--- src/tsc_pkg.sv ---
package tsc_pkg;

  // ----------------------------------------
  // Sizes
  // ----------------------------------------
  localparam int NUM_SRC       = 4;
  localparam int NUM_LANE      = 4;
  localparam int NUM_IN_CH     = NUM_SRC * NUM_LANE;
  localparam int NUM_BOOST_CH  = 8;
  localparam int ADDR_LOW_W    = 3;

  // ----------------------------------------
  // Timing
  // ----------------------------------------
  localparam int CLK_MHZ        = 250;
  localparam int TERM_PULSE_MS  = 100;
  localparam int TERM_PULSE_CYC = TERM_PULSE_MS * 1000 * CLK_MHZ;

  // ----------------------------------------
  // Serial defaults
  // ----------------------------------------
  localparam logic [NUM_IN_CH-1:0]    PULSE_EN_RST = 16'h0000;
  localparam logic                    TERM_OFF_RST = 1'h0;
  localparam logic [NUM_BOOST_CH-1:0] BOOST_RST    = 8'h00;
  localparam logic [1:0]              SRC_RST      = 2'h0;
  localparam logic [1:0]              PE_RST       = 2'h0;
  localparam logic                    EN_RST       = 1'h1;

  typedef enum logic [1:0] {
    TSC_PIN_CTRL    = 2'h1,
    TSC_SERIAL_CTRL = 2'h2
  } tsc_mode_t;

  // Serial register image, written whole by the serial slave
  typedef struct packed {
    logic [NUM_IN_CH-1:0]    pulseEn;
    logic                    termOff;
    logic [NUM_BOOST_CH-1:0] boost;
    logic [1:0]              src;
    logic                    outTerm;
    logic                    curSel;
    logic [1:0]              preEmph;
    logic                    outEn;
  } tsc_cfg_t;

  // Parallel pin bundle
  typedef struct packed {
    logic [1:0] src;
    logic       boost;
    logic       outTerm;
    logic       curSel;
    logic [1:0] preEmph;
    logic       outEn;
  } tsc_pins_t;

endpackage

--- src/tsc_term_timer.sv ---
`timescale 1ns/1ps
`default_nettype none
module tsc_term_timer #(
  parameter int CYCLES = tsc_pkg::TERM_PULSE_CYC
) (
  input  wire logic sys_clk,
  input  wire logic srst,
  input  wire logic start,
  output var  logic busy
);
  localparam int CW = $clog2(CYCLES + 1);

  if (CYCLES < 1) begin : g_bad_cycles
    $error("CYCLES must be at least one");
  end

  logic [CW-1:0] count_r;

  // ----------------------------------------
  // Countdown; a new switch restarts it
  // ----------------------------------------
  always_ff @(posedge sys_clk) begin
    if (srst) begin
      count_r <= '0;
    end else if (start) begin
      count_r <= CW'(CYCLES);
    end else if (count_r != '0) begin
      count_r <= count_r - CW'(1);
    end
  end

  assign busy = (count_r != '0);
endmodule // tsc_term_timer
`default_nettype wire

--- src/tsc_config_control.sv ---
`timescale 1ns/1ps
`default_nettype none
module tsc_config_control #(
  parameter int UPDATE_CYC = 4,
  parameter int PULSE_CYC  = tsc_pkg::TERM_PULSE_CYC
) (
  input  wire logic                           sys_clk,
  input  wire logic                           srst,
  input  wire logic [tsc_pkg::ADDR_LOW_W-1:0] busAddrLow,
  input  wire logic [tsc_pkg::ADDR_LOW_W-1:0] accessAddrLow,
  input  wire logic                           serialAccess,
  input  wire logic                           serialWrite,
  input  wire tsc_pkg::tsc_cfg_t              serialCfg,
  input  wire tsc_pkg::tsc_pins_t             pins,
  output var  logic                           addrMatch,
  output var  logic                           serialMode,
  output var  logic [1:0]                     sourceSel,
  output var  logic [tsc_pkg::NUM_IN_CH-1:0]  inputTermOn,
  output var  logic [tsc_pkg::NUM_BOOST_CH-1:0] boostHigh,
  output var  logic                           outputTermOn,
  output var  logic                           currentHigh,
  output var  logic [1:0]                     preEmphLevel,
  output var  logic                           outputEnable,
  output var  logic                           updatePending
);
  // ----------------------------------------
  // Parameter checks
  // ----------------------------------------
  if (UPDATE_CYC < 1) begin : g_bad_update
    $error("UPDATE_CYC must be at least one");
  end
  if (PULSE_CYC < 1) begin : g_bad_pulse
    $error("PULSE_CYC must be at least one");
  end

  // ----------------------------------------
  // Declarations
  // ----------------------------------------
  localparam int UW = $clog2(UPDATE_CYC + 1);

  tsc_pkg::tsc_mode_t mode_r;
  tsc_pkg::tsc_cfg_t  serCfg_r;
  tsc_pkg::tsc_cfg_t  target;
  tsc_pkg::tsc_cfg_t  applied_r;
  logic               rstSeen_r;
  logic [UW-1:0]      win_r;
  logic               termBusy;
  logic               srcChange;

  // ----------------------------------------
  // Pin image
  // ----------------------------------------
  // Pin image expanded to the full setting; input terminations forced on
  function automatic tsc_pkg::tsc_cfg_t pin_cfg(input tsc_pkg::tsc_pins_t p);
    tsc_pkg::tsc_cfg_t c;
    c.pulseEn = '0;
    c.termOff = 1'b0;
    c.boost   = {tsc_pkg::NUM_BOOST_CH{p.boost}};
    c.src     = p.src;
    c.outTerm = p.outTerm;
    c.curSel  = p.curSel;
    c.preEmph = p.preEmph;
    c.outEn   = p.outEn;
    return c;
  endfunction

  // ----------------------------------------
  // Control mode and serial image
  // ----------------------------------------
  // Any addressed access, read or write, takes control until reset
  always_ff @(posedge sys_clk) begin
    if (srst) begin
      mode_r <= tsc_pkg::TSC_PIN_CTRL;
    end else if (serialAccess && addrMatch) begin
      mode_r <= tsc_pkg::TSC_SERIAL_CTRL;
    end
  end

  // Strapped fields caught on the first edge after reset release
  always_ff @(posedge sys_clk) begin
    if (srst) begin
      rstSeen_r <= 1'b1;
    end else begin
      rstSeen_r <= 1'b0;
    end
  end

  always_ff @(posedge sys_clk) begin
    if (srst) begin
      serCfg_r.pulseEn <= tsc_pkg::PULSE_EN_RST;
      serCfg_r.termOff <= tsc_pkg::TERM_OFF_RST;
      serCfg_r.boost   <= tsc_pkg::BOOST_RST;
      serCfg_r.src     <= tsc_pkg::SRC_RST;
      serCfg_r.outTerm <= 1'b0;
      serCfg_r.curSel  <= 1'b0;
      serCfg_r.preEmph <= tsc_pkg::PE_RST;
      serCfg_r.outEn   <= tsc_pkg::EN_RST;
    end else if (serialWrite && addrMatch) begin
      serCfg_r <= serialCfg;
    end else if (rstSeen_r) begin
      serCfg_r.outTerm <= pins.outTerm;
      serCfg_r.curSel  <= pins.curSel;
    end
  end

  always_comb begin
    if (mode_r == tsc_pkg::TSC_SERIAL_CTRL) begin
      target = serCfg_r;
    end else begin
      target = pin_cfg(pins);
    end
  end

  // ----------------------------------------
  // Update window
  // ----------------------------------------
  // Window is not restarted by new values; latest wins at its end
  always_ff @(posedge sys_clk) begin
    if (srst) begin
      win_r <= '0;
    end else if (win_r != '0) begin
      win_r <= win_r - UW'(1);
    end else if (target != applied_r) begin
      win_r <= UW'(UPDATE_CYC);
    end
  end

  always_ff @(posedge sys_clk) begin
    if (srst) begin
      applied_r.pulseEn <= tsc_pkg::PULSE_EN_RST;
      applied_r.termOff <= tsc_pkg::TERM_OFF_RST;
      applied_r.boost   <= tsc_pkg::BOOST_RST;
      applied_r.src     <= tsc_pkg::SRC_RST;
      applied_r.outTerm <= 1'b0;
      applied_r.curSel  <= 1'b0;
      applied_r.preEmph <= tsc_pkg::PE_RST;
      applied_r.outEn   <= tsc_pkg::EN_RST;
    end else if (win_r == '0 && target != applied_r) begin
      applied_r <= target;
    end
  end

  // ----------------------------------------
  // Source switch timer
  // ----------------------------------------
  // Each switch restarts the count, so quick switches stretch the gap
  assign srcChange = (win_r == '0) && (target.src != applied_r.src);

  tsc_term_timer #(
    .CYCLES (PULSE_CYC)
  ) u_timer (
    .sys_clk (sys_clk),
    .srst    (srst),
    .start   (srcChange),
    .busy    (termBusy)
  );

  // ----------------------------------------
  // Address match
  // ----------------------------------------
  always_ff @(posedge sys_clk) begin
    if (srst) begin
      addrMatch <= 1'b0;
    end else begin
      addrMatch <= (accessAddrLow == busAddrLow);
    end
  end

  // ----------------------------------------
  // Registered outputs
  // ----------------------------------------
  always_ff @(posedge sys_clk) begin
    if (srst) begin
      serialMode    <= 1'b0;
      sourceSel     <= tsc_pkg::SRC_RST;
      inputTermOn   <= '1;
      boostHigh     <= tsc_pkg::BOOST_RST;
      outputTermOn  <= 1'b0;
      currentHigh   <= 1'b0;
      preEmphLevel  <= tsc_pkg::PE_RST;
      outputEnable  <= tsc_pkg::EN_RST;
      updatePending <= 1'b0;
    end else begin
      serialMode    <= (mode_r == tsc_pkg::TSC_SERIAL_CTRL);
      sourceSel     <= applied_r.src;
      // Own mask bit per channel; the clock may ride any lane
      for (int i = 0; i < tsc_pkg::NUM_IN_CH; i++) begin
        inputTermOn[i] <= !(applied_r.termOff ||
                            (applied_r.pulseEn[i] && termBusy));
      end
      boostHigh     <= applied_r.boost;
      outputTermOn  <= applied_r.outTerm;
      currentHigh   <= applied_r.curSel;
      preEmphLevel  <= applied_r.preEmph;
      outputEnable  <= applied_r.outEn;
      updatePending <= (win_r != '0);
    end
  end
endmodule // tsc_config_control
`default_nettype wire

--- config.mk ---
export PLATFORM = sky130hd
export DESIGN_NAME = tsc_config_control
export DESIGN_NICKNAME = d
export VERILOG_FILES = /design/src/tsc_pkg.sv /design/src/tsc_term_timer.sv /design/src/tsc_config_control.sv
export SDC_FILE = /design/constraint.sdc
export NUM_CORES = 1
export LEC_CHECK = 0
export BUFFER_PORTS_ARGS = -buffer_cell sky130_fd_sc_hd__buf_2
export CAP_MARGIN = 10
export CELL_PAD_IN_SITES_DETAIL_PLACEMENT = 1
export CELL_PAD_IN_SITES_GLOBAL_PLACEMENT = 2
export CORE_MARGIN = 2
export CORE_UTILIZATION = 36
export CTS_BUF_LIST = sky130_fd_sc_hd__clkbuf_4
export DETAILED_ROUTE_END_ITERATION = 16
export MAX_ROUTING_LAYER = met4
export PLACE_DENSITY = 0.93
export SLEW_MARGIN = 40
export SYNTH_ARGS = -nofsm -noshare
export SYNTH_HDL_FRONTEND = slang
export SYNTH_SLANG_ARGS = --single-unit
--- constraint.sdc ---
create_clock -name sys_clk -period 3.4 [get_ports sys_clk]
set_clock_uncertainty 0.15 [all_clocks]
set_input_delay 0.51 -clock sys_clk [delete_from_list [all_inputs] [get_ports sys_clk]]
set_output_delay 0.51 -clock sys_clk [all_outputs]
set_load 0.05 [all_outputs]
Word level (Yosys, flattened, before mapping)

Cells that the tools add are included.

Flip-flop bits (word level): 129
Bits in latches: 0
Memory bits (writable): 0
Bits in read-only memories: 0
Bits of input ports: 50
Logic and storage cells: 104
Memories: 0

Add/subtract/negate cells: 2
Multiply operators: 0
Divide/modulo/power cells: 0
$lt $le $gt $ge: 0
Equal/unequal tests: 4
Shift operators: 0
Mux-type cells: 8
Bitwise operators: 0
Reduce and logical (&&, ||, !) cells: 59

Operator list:

| operator                                                              | number |
|---|---|
| 25-bit two-way mux                                                    | 2 |
| 32-bit two-way mux                                                    | 1 |
| 32-bit != test                                                        | 1 |
| 25-bit nonzero test                                                   | 1 |
| 25-bit by 1-bit subtractor with 25-bit output (second input constant) | 1 |
| 1-bit logical AND                                                     | 20 |
| 1-bit logical NOT                                                     | 16 |
| 1-bit logical OR                                                      | 16 |
| 3-bit two-way mux                                                     | 2 |
| 2-bit nonzero test                                                    | 3 |
| 2-bit two-way mux                                                     | 2 |
| 3-bit == test                                                         | 1 |
| 3-bit logical NOT                                                     | 1 |
| 3-bit nonzero test                                                    | 1 |
| 3-bit by 1-bit subtractor with 3-bit output (second input constant)   | 1 |
| 2-bit == test (second input constant)                                 | 1 |
| 2-bit != test                                                         | 1 |
| 2-bit OR reduction                                                    | 1 |
| 1-bit two-way mux                                                     | 1 |

Depth between registers and ports, before layout

Word-level depth: 5
Mapped depth: 10
Depth with buffers taken out: 8

Hierarchy

A second synthesis with hierarchy kept.

Cell total of the unflattened synthesis: 662
Area total of the unflattened synthesis: 5816.8 sq um

Modules (own cells, without submodules):

| module             | instances | cells each | area each (sq um) |
|---|---|---|---|
| tsc_config_control | 1         | 515        | 4536.9 |
| tsc_term_timer     | 1         | 147        | 1280.0 |

Worst setup path before layout

OpenSTA, ideal clock, no wires.

Path type: input to register
Start point: in pins[4] in the netlist's numbering
End point: reg applied_r[10] in the netlist's numbering
Library setup time: 121 ps
Arrival time: 2378 ps
Required time: 3129 ps
Setup slack: 750 ps
Cell stages on the path: 8
Cells stage by stage: xor2_1 -> or4_1 -> a221oi_2 -> nand4_1 -> nor4_4 -> a21boi_2 -> buf_6 -> mux2_4

Longest elaborated chain between the ends: 3

RTL lines:

| element              | RTL line                  | text |
|---|---|---|
| start, declared      | tsc_config_control.sv:14  | `input wire tsc_pkg::tsc_pins_t pins,` |
| 32-bit two-way mux   | tsc_config_control.sv:107 | `if (mode_r == tsc_pkg::TSC_SERIAL_CTRL) begin` |
| 32-bit != test       | tsc_config_control.sv:138 | `end else if (win_r == '0 && target != applied_r) begin` |
| 1-bit logical AND    | tsc_config_control.sv:138 |  |
| end signal, assigned | tsc_config_control.sv:139 | `applied_r <= target;` |
| end, declared        | tsc_config_control.sv:44  | `tsc_pkg::tsc_cfg_t applied_r;` |

Every way passes these cells.
A chain may end at the register's enable or synchronous reset.

Worst setup path after layout

Start point: reg mode_r[0]
End point: reg applied_r[22] in the netlist's numbering

Longest elaborated chain between the ends: 4

RTL lines:

| element                | RTL line                  | text |
|---|---|---|
| start, declared        | tsc_config_control.sv:41  | `tsc_pkg::tsc_mode_t mode_r;` |
| start signal, assigned | tsc_config_control.sv:73  | `mode_r <= tsc_pkg::TSC_PIN_CTRL;` |
| start signal, assigned | tsc_config_control.sv:75  | `mode_r <= tsc_pkg::TSC_SERIAL_CTRL;` |
| 2-bit == test *        | tsc_config_control.sv:107 |  |
| 32-bit two-way mux *   | tsc_config_control.sv:107 |  |
| 32-bit != test         | tsc_config_control.sv:138 |  |
| 1-bit logical AND      | tsc_config_control.sv:138 |  |

Every way passes the cells marked *; elsewhere a longest branch is shown, timed or not.

==> results by group <==
Clock network
  – Sinks on Clock Net: ~130
  – Root buffer cell: clkbuf_4
  – CTS Buf Count: 17
  – H-tree lvl count: 4
  – Clock Pin Slew Worst Setup and Hold Paths: approximately 0.11 ns
  – TritonCTS clock tree: built
  – Post-cts gate resize count: 0
  – Worst-skew pair later-pin latency: 0.56 ns
  – Hold Buf Count CTS: 11
  – Setup bufs post-CTS: 0
  – CTS max path bufs: 2

Synth
  – Number of distinct library cells after synthesis: 51
  – Top post-synthesis cells by area: dfxtp_1 (46%), nand2_1 (6.7%), a21oi_1 (6.4%), xnor2_1 (5.3%), mux2i_1 (4.8%)
  – Adder-cell area share of the yosys netlist: 0.662%
  – Synth Area in XOR/XNOR: approximately 7.1%
  – Synth Register Bits: about 130
  – Sequential share of the synthesized area: 45.6%
  – Post-Syn Area per Cell: roughly 9 sq um
  – Post-synthesis mux area share: between 8 and 9%
  – Main synth FF type: dfxtp_1
  – Synth Area in Compound Gates: between 10 and 15%
  – Synth Cell Area: between 5000 and 6000 sq um
  – Simple-Gate Fraction of Synth Area: 22.9%
  – Synth top area share: a little under half
  – Mapped Cells: roughly 640
  – Yosys Warn Count: 0
  – Dominant combinational cell family by area after synthesis: simple AND/OR/NAND/NOR gates
  – Syn Nets: between 600 and 700
  – Async S/R FF share, synth: 0%
  – Cell taking the most area after synthesis: dfxtp_1
  – Number of synthesized flops with an enable pin: 0

Timing
  – Final Hold Fails: 0
  – Final setup violation count: 0
  – Worst-margin pin slew: between 0.7 and 0.8 ns
  – Tmin final: approximately 3.1 ns
  – Setup_tns: 0 ns
  – Final critical-path share of the clock period: around 90%
  – Slew HR: 50.6%
  – Max Slew Vio Count: 0
  – Fmax: between 0.3 and 0.4 GHz
  – RSZ-0062 raised after global routing: no

Layout
  – Filler instances: 1876
  – Inserted Diodes: 0
  – Fraction of layout cells with a size suffix above 1: a little over a fifth
  – Syn-to-layout area delta: 18.4%
  – Final nets: slightly below 800

GRT
  – First-pass GRT wire length: between 20000 and 25000 microns
  – Global Route Usage Sum: a little under a fifth
  – Initial antenna violation count: 0
  – Largest net degree at the start of global routing: 64
  – Congestion Overflow GR: 0
  – Number of global-route vias before repair: around 4900

Critical path
  – CP Max Fanout: 17
  – CP arrival: approximately 3.4 ns
  – Crit path kind: reg2reg
  – Capturing element type of the critical path: flip-flop
  – Startpoint Class: flip-flop
  – Data required, critical path: roughly 3.7 ns

Die
  – Core box area: between 15000 and 20000 sq um
  – Row cnt: 45
  – Initial Util: a little under two fifths
  – IO Pins: between 80 and 90
  – Height of the die: between 100 and 150 microns
  – DIE AREA: ~17000 sq um
  – Die W: ~130 microns

Power and ir drop
  – Logic pwr share: between 30 and 40%
  – Peak supply drop: 0.000278 V
  – PwrDens: about 700 nW/um^2
  – Total Power: 4.68 mW
  – Sw Ratio: between 30% and 40%
  – Internal Power: about 3 mW
  – Switching power: between 1.5 and 2 mW
  – Reg power frac: between 40% and 50%
  – Clk pwr share: between 20% and 30%
  – LEAKAGE: 2.53 nW

Detailed routing
  – Via count: about 4700
  – Remaining DRCs: 0
  – DRT antenna net count: 0
  – WL/cell: ~15 microns
  – Drt initial violations: between 150 and 200
  – Via-per-instance ratio: a little under 5
  – Final WL: between 10000 and 15000 microns
  – Pre-antenna DRT Iters: 4

Placement
  – Detailed Place HPWL: roughly 11000 microns
  – Port bufs: 83
  – Gp weighted congestion: approximately 0.84

Status
  – Status: finished clean

Worst hold path
  – Worst Hold Class: in2reg

Flow run
  – Max Cap Viol: 0
[worst max-delay path: stages (launching register included)]
cell and delay (ns):
dfxtp_1 0.42, nand2b_1 0.41, nand2_1 0.16, a21boi_0 0.19, o22ai_1 0.29, nor4_4 0.11
a21boi_4 0.62, buf_4 0.43, mux2i_1 0.23
[power by group through the flow]
stage	Sequential, mW	Clock, mW	Combinational (mW)
floorplan	2.08	0	1.17
detailed placement	2.01	0	1.60
global placement	1.99	0	1.54
global route	2.01	1.18	1.77
CTS	1.98	1.12	1.63
finish	1.98	1.09	1.60
[synthesized netlist by cell type, drive strengths merged, types with 2 or more instances]
cell type / n
a211oi: 5
a21boi: 2
a21o: 2
a21oi: 72
a221oi: 2
a31oi: 11
and2: 2
buf: 9
clkbuf: 25
dfxtp: 129
ha: 3
inv: 10
mux2: 14
mux2i: 27
nand2: 101
nand2b: 23
nand3: 7
nand3b: 2
nand4: 3
nand4b: 2
nor2: 55
nor2b: 13
nor3: 12
nor4: 10
nor4bb: 7
o21ai: 5
o22ai: 2
o32ai: 8
or2: 18
or3: 2
or4: 4
xnor2: 34
xor2: 12
[kinds of logic after synthesis]
group,Yosys count
AOI/OAI and AO/OA,115
xor gates and xnor gates,46
adders and majority gates,3
buffers and inverters,44
DFF,129
muxes,41
and+or+nand+nor,263
[state kept, by name, indices dropped and copies added (netlist names)]
register	cells
sourceSel	2
boostHigh	8
preEmphLevel	2
inputTermOn	16
serialMode	1
outputEnable	1
addrMatch	1
win_r	3
mode_r	2
applied_r	32
currentHigh	1
u_timer.count_r	25
outputTermOn	1
serCfg_r	32
rstSeen_r	1
updatePending	1
[path summary, 6_finish.rpt]
kind,startpoint,cells after the start,end,slack (ns)
worst min-delay path,serialCfg[5],3,serCfg_r[5]$_SDFFE_PP0P_,0.05
worst max-delay path,mode_r[0]$_SDFFE_PP1P_,8,applied_r[22]$_SDFFE_PP0P_,0.31
worst max register to register,mode_r[0]$_SDFFE_PP1P_,8,applied_r[22]$_SDFFE_PP0P_,0.31
worst min register to register,serCfg_r[9]$_SDFFE_PP0P_,2,serCfg_r[9]$_SDFFE_PP0P_,0.31
[placed cells by master (no fill, tap or decap), types with 5 or more instances in the layout]
cell | netlist | routed
mux2_4 | 12 | 12
a211oi_1 | 5 | 5
or2_2 | 18 | 18
buf_2 | 3 | 82
dlygate4sd3_1 | 0 | 11
xnor2_1 | 34 | 34
nand2b_1 | 23 | 23
clkinv_2 | 0 | 5
xor2_1 | 12 | 12
inv_1 | 10 | 10
clkbuf_4 | 0 | 20
nor2b_1 | 12 | 12
nor3_1 | 12 | 12
dfxtp_1 | 129 | 129
nor4_1 | 8 | 8
nand2_1 | 101 | 101
a21oi_1 | 72 | 72
nor4bb_1 | 7 | 7
a31oi_1 | 11 | 11
nand3_1 | 7 | 7
o32ai_1 | 8 | 8
buf_4 | 1 | 9
mux2i_1 | 27 | 27
nor2_1 | 55 | 55
[layer usage]
layer / GRT usage, % / routed length, microns
met4: 6.58 / 223
met1: 22.3 / 6650
met5: - / 0
met2: 31.0 / 7260
met3: 4.91 / 595
[cell type report]
type	count	area (sq um)	share of cell area, %
multi-input combinational	468	2900	43.3
inverter	10	37.5	0.560
clock inverter	12	141	2.11
sequential	129	2580	38.5
timing repair buffer	104	628	9.36
clock buffer	20	150	2.24
tap	211	264	3.94
[metrics by stage]
| step | instance area [sq um] | util, % | instances | hold slack (ns) | worst slack [ns] |
|---|---|---|---|---|---|
| final | 6710 | 43.8 | 954 | 0.0484 | 0.315 |
| after detailed placement | 6310 | 41.2 | 911 | 0.300 | 0.296 |
| after global routing | 6710 | 43.8 | 954 | 0.00444 | 0.0653 |
| after global placement | 6310 | 41.2 | 911 | 0.296 | 0.387 |
| after floorplan | 5670 | - | 641 | 0.286 | 0.750 |
| after CTS | 6710 | 43.8 | 954 | 0.000111 | 0.254 |
Power figures use the tool's default switching activity.
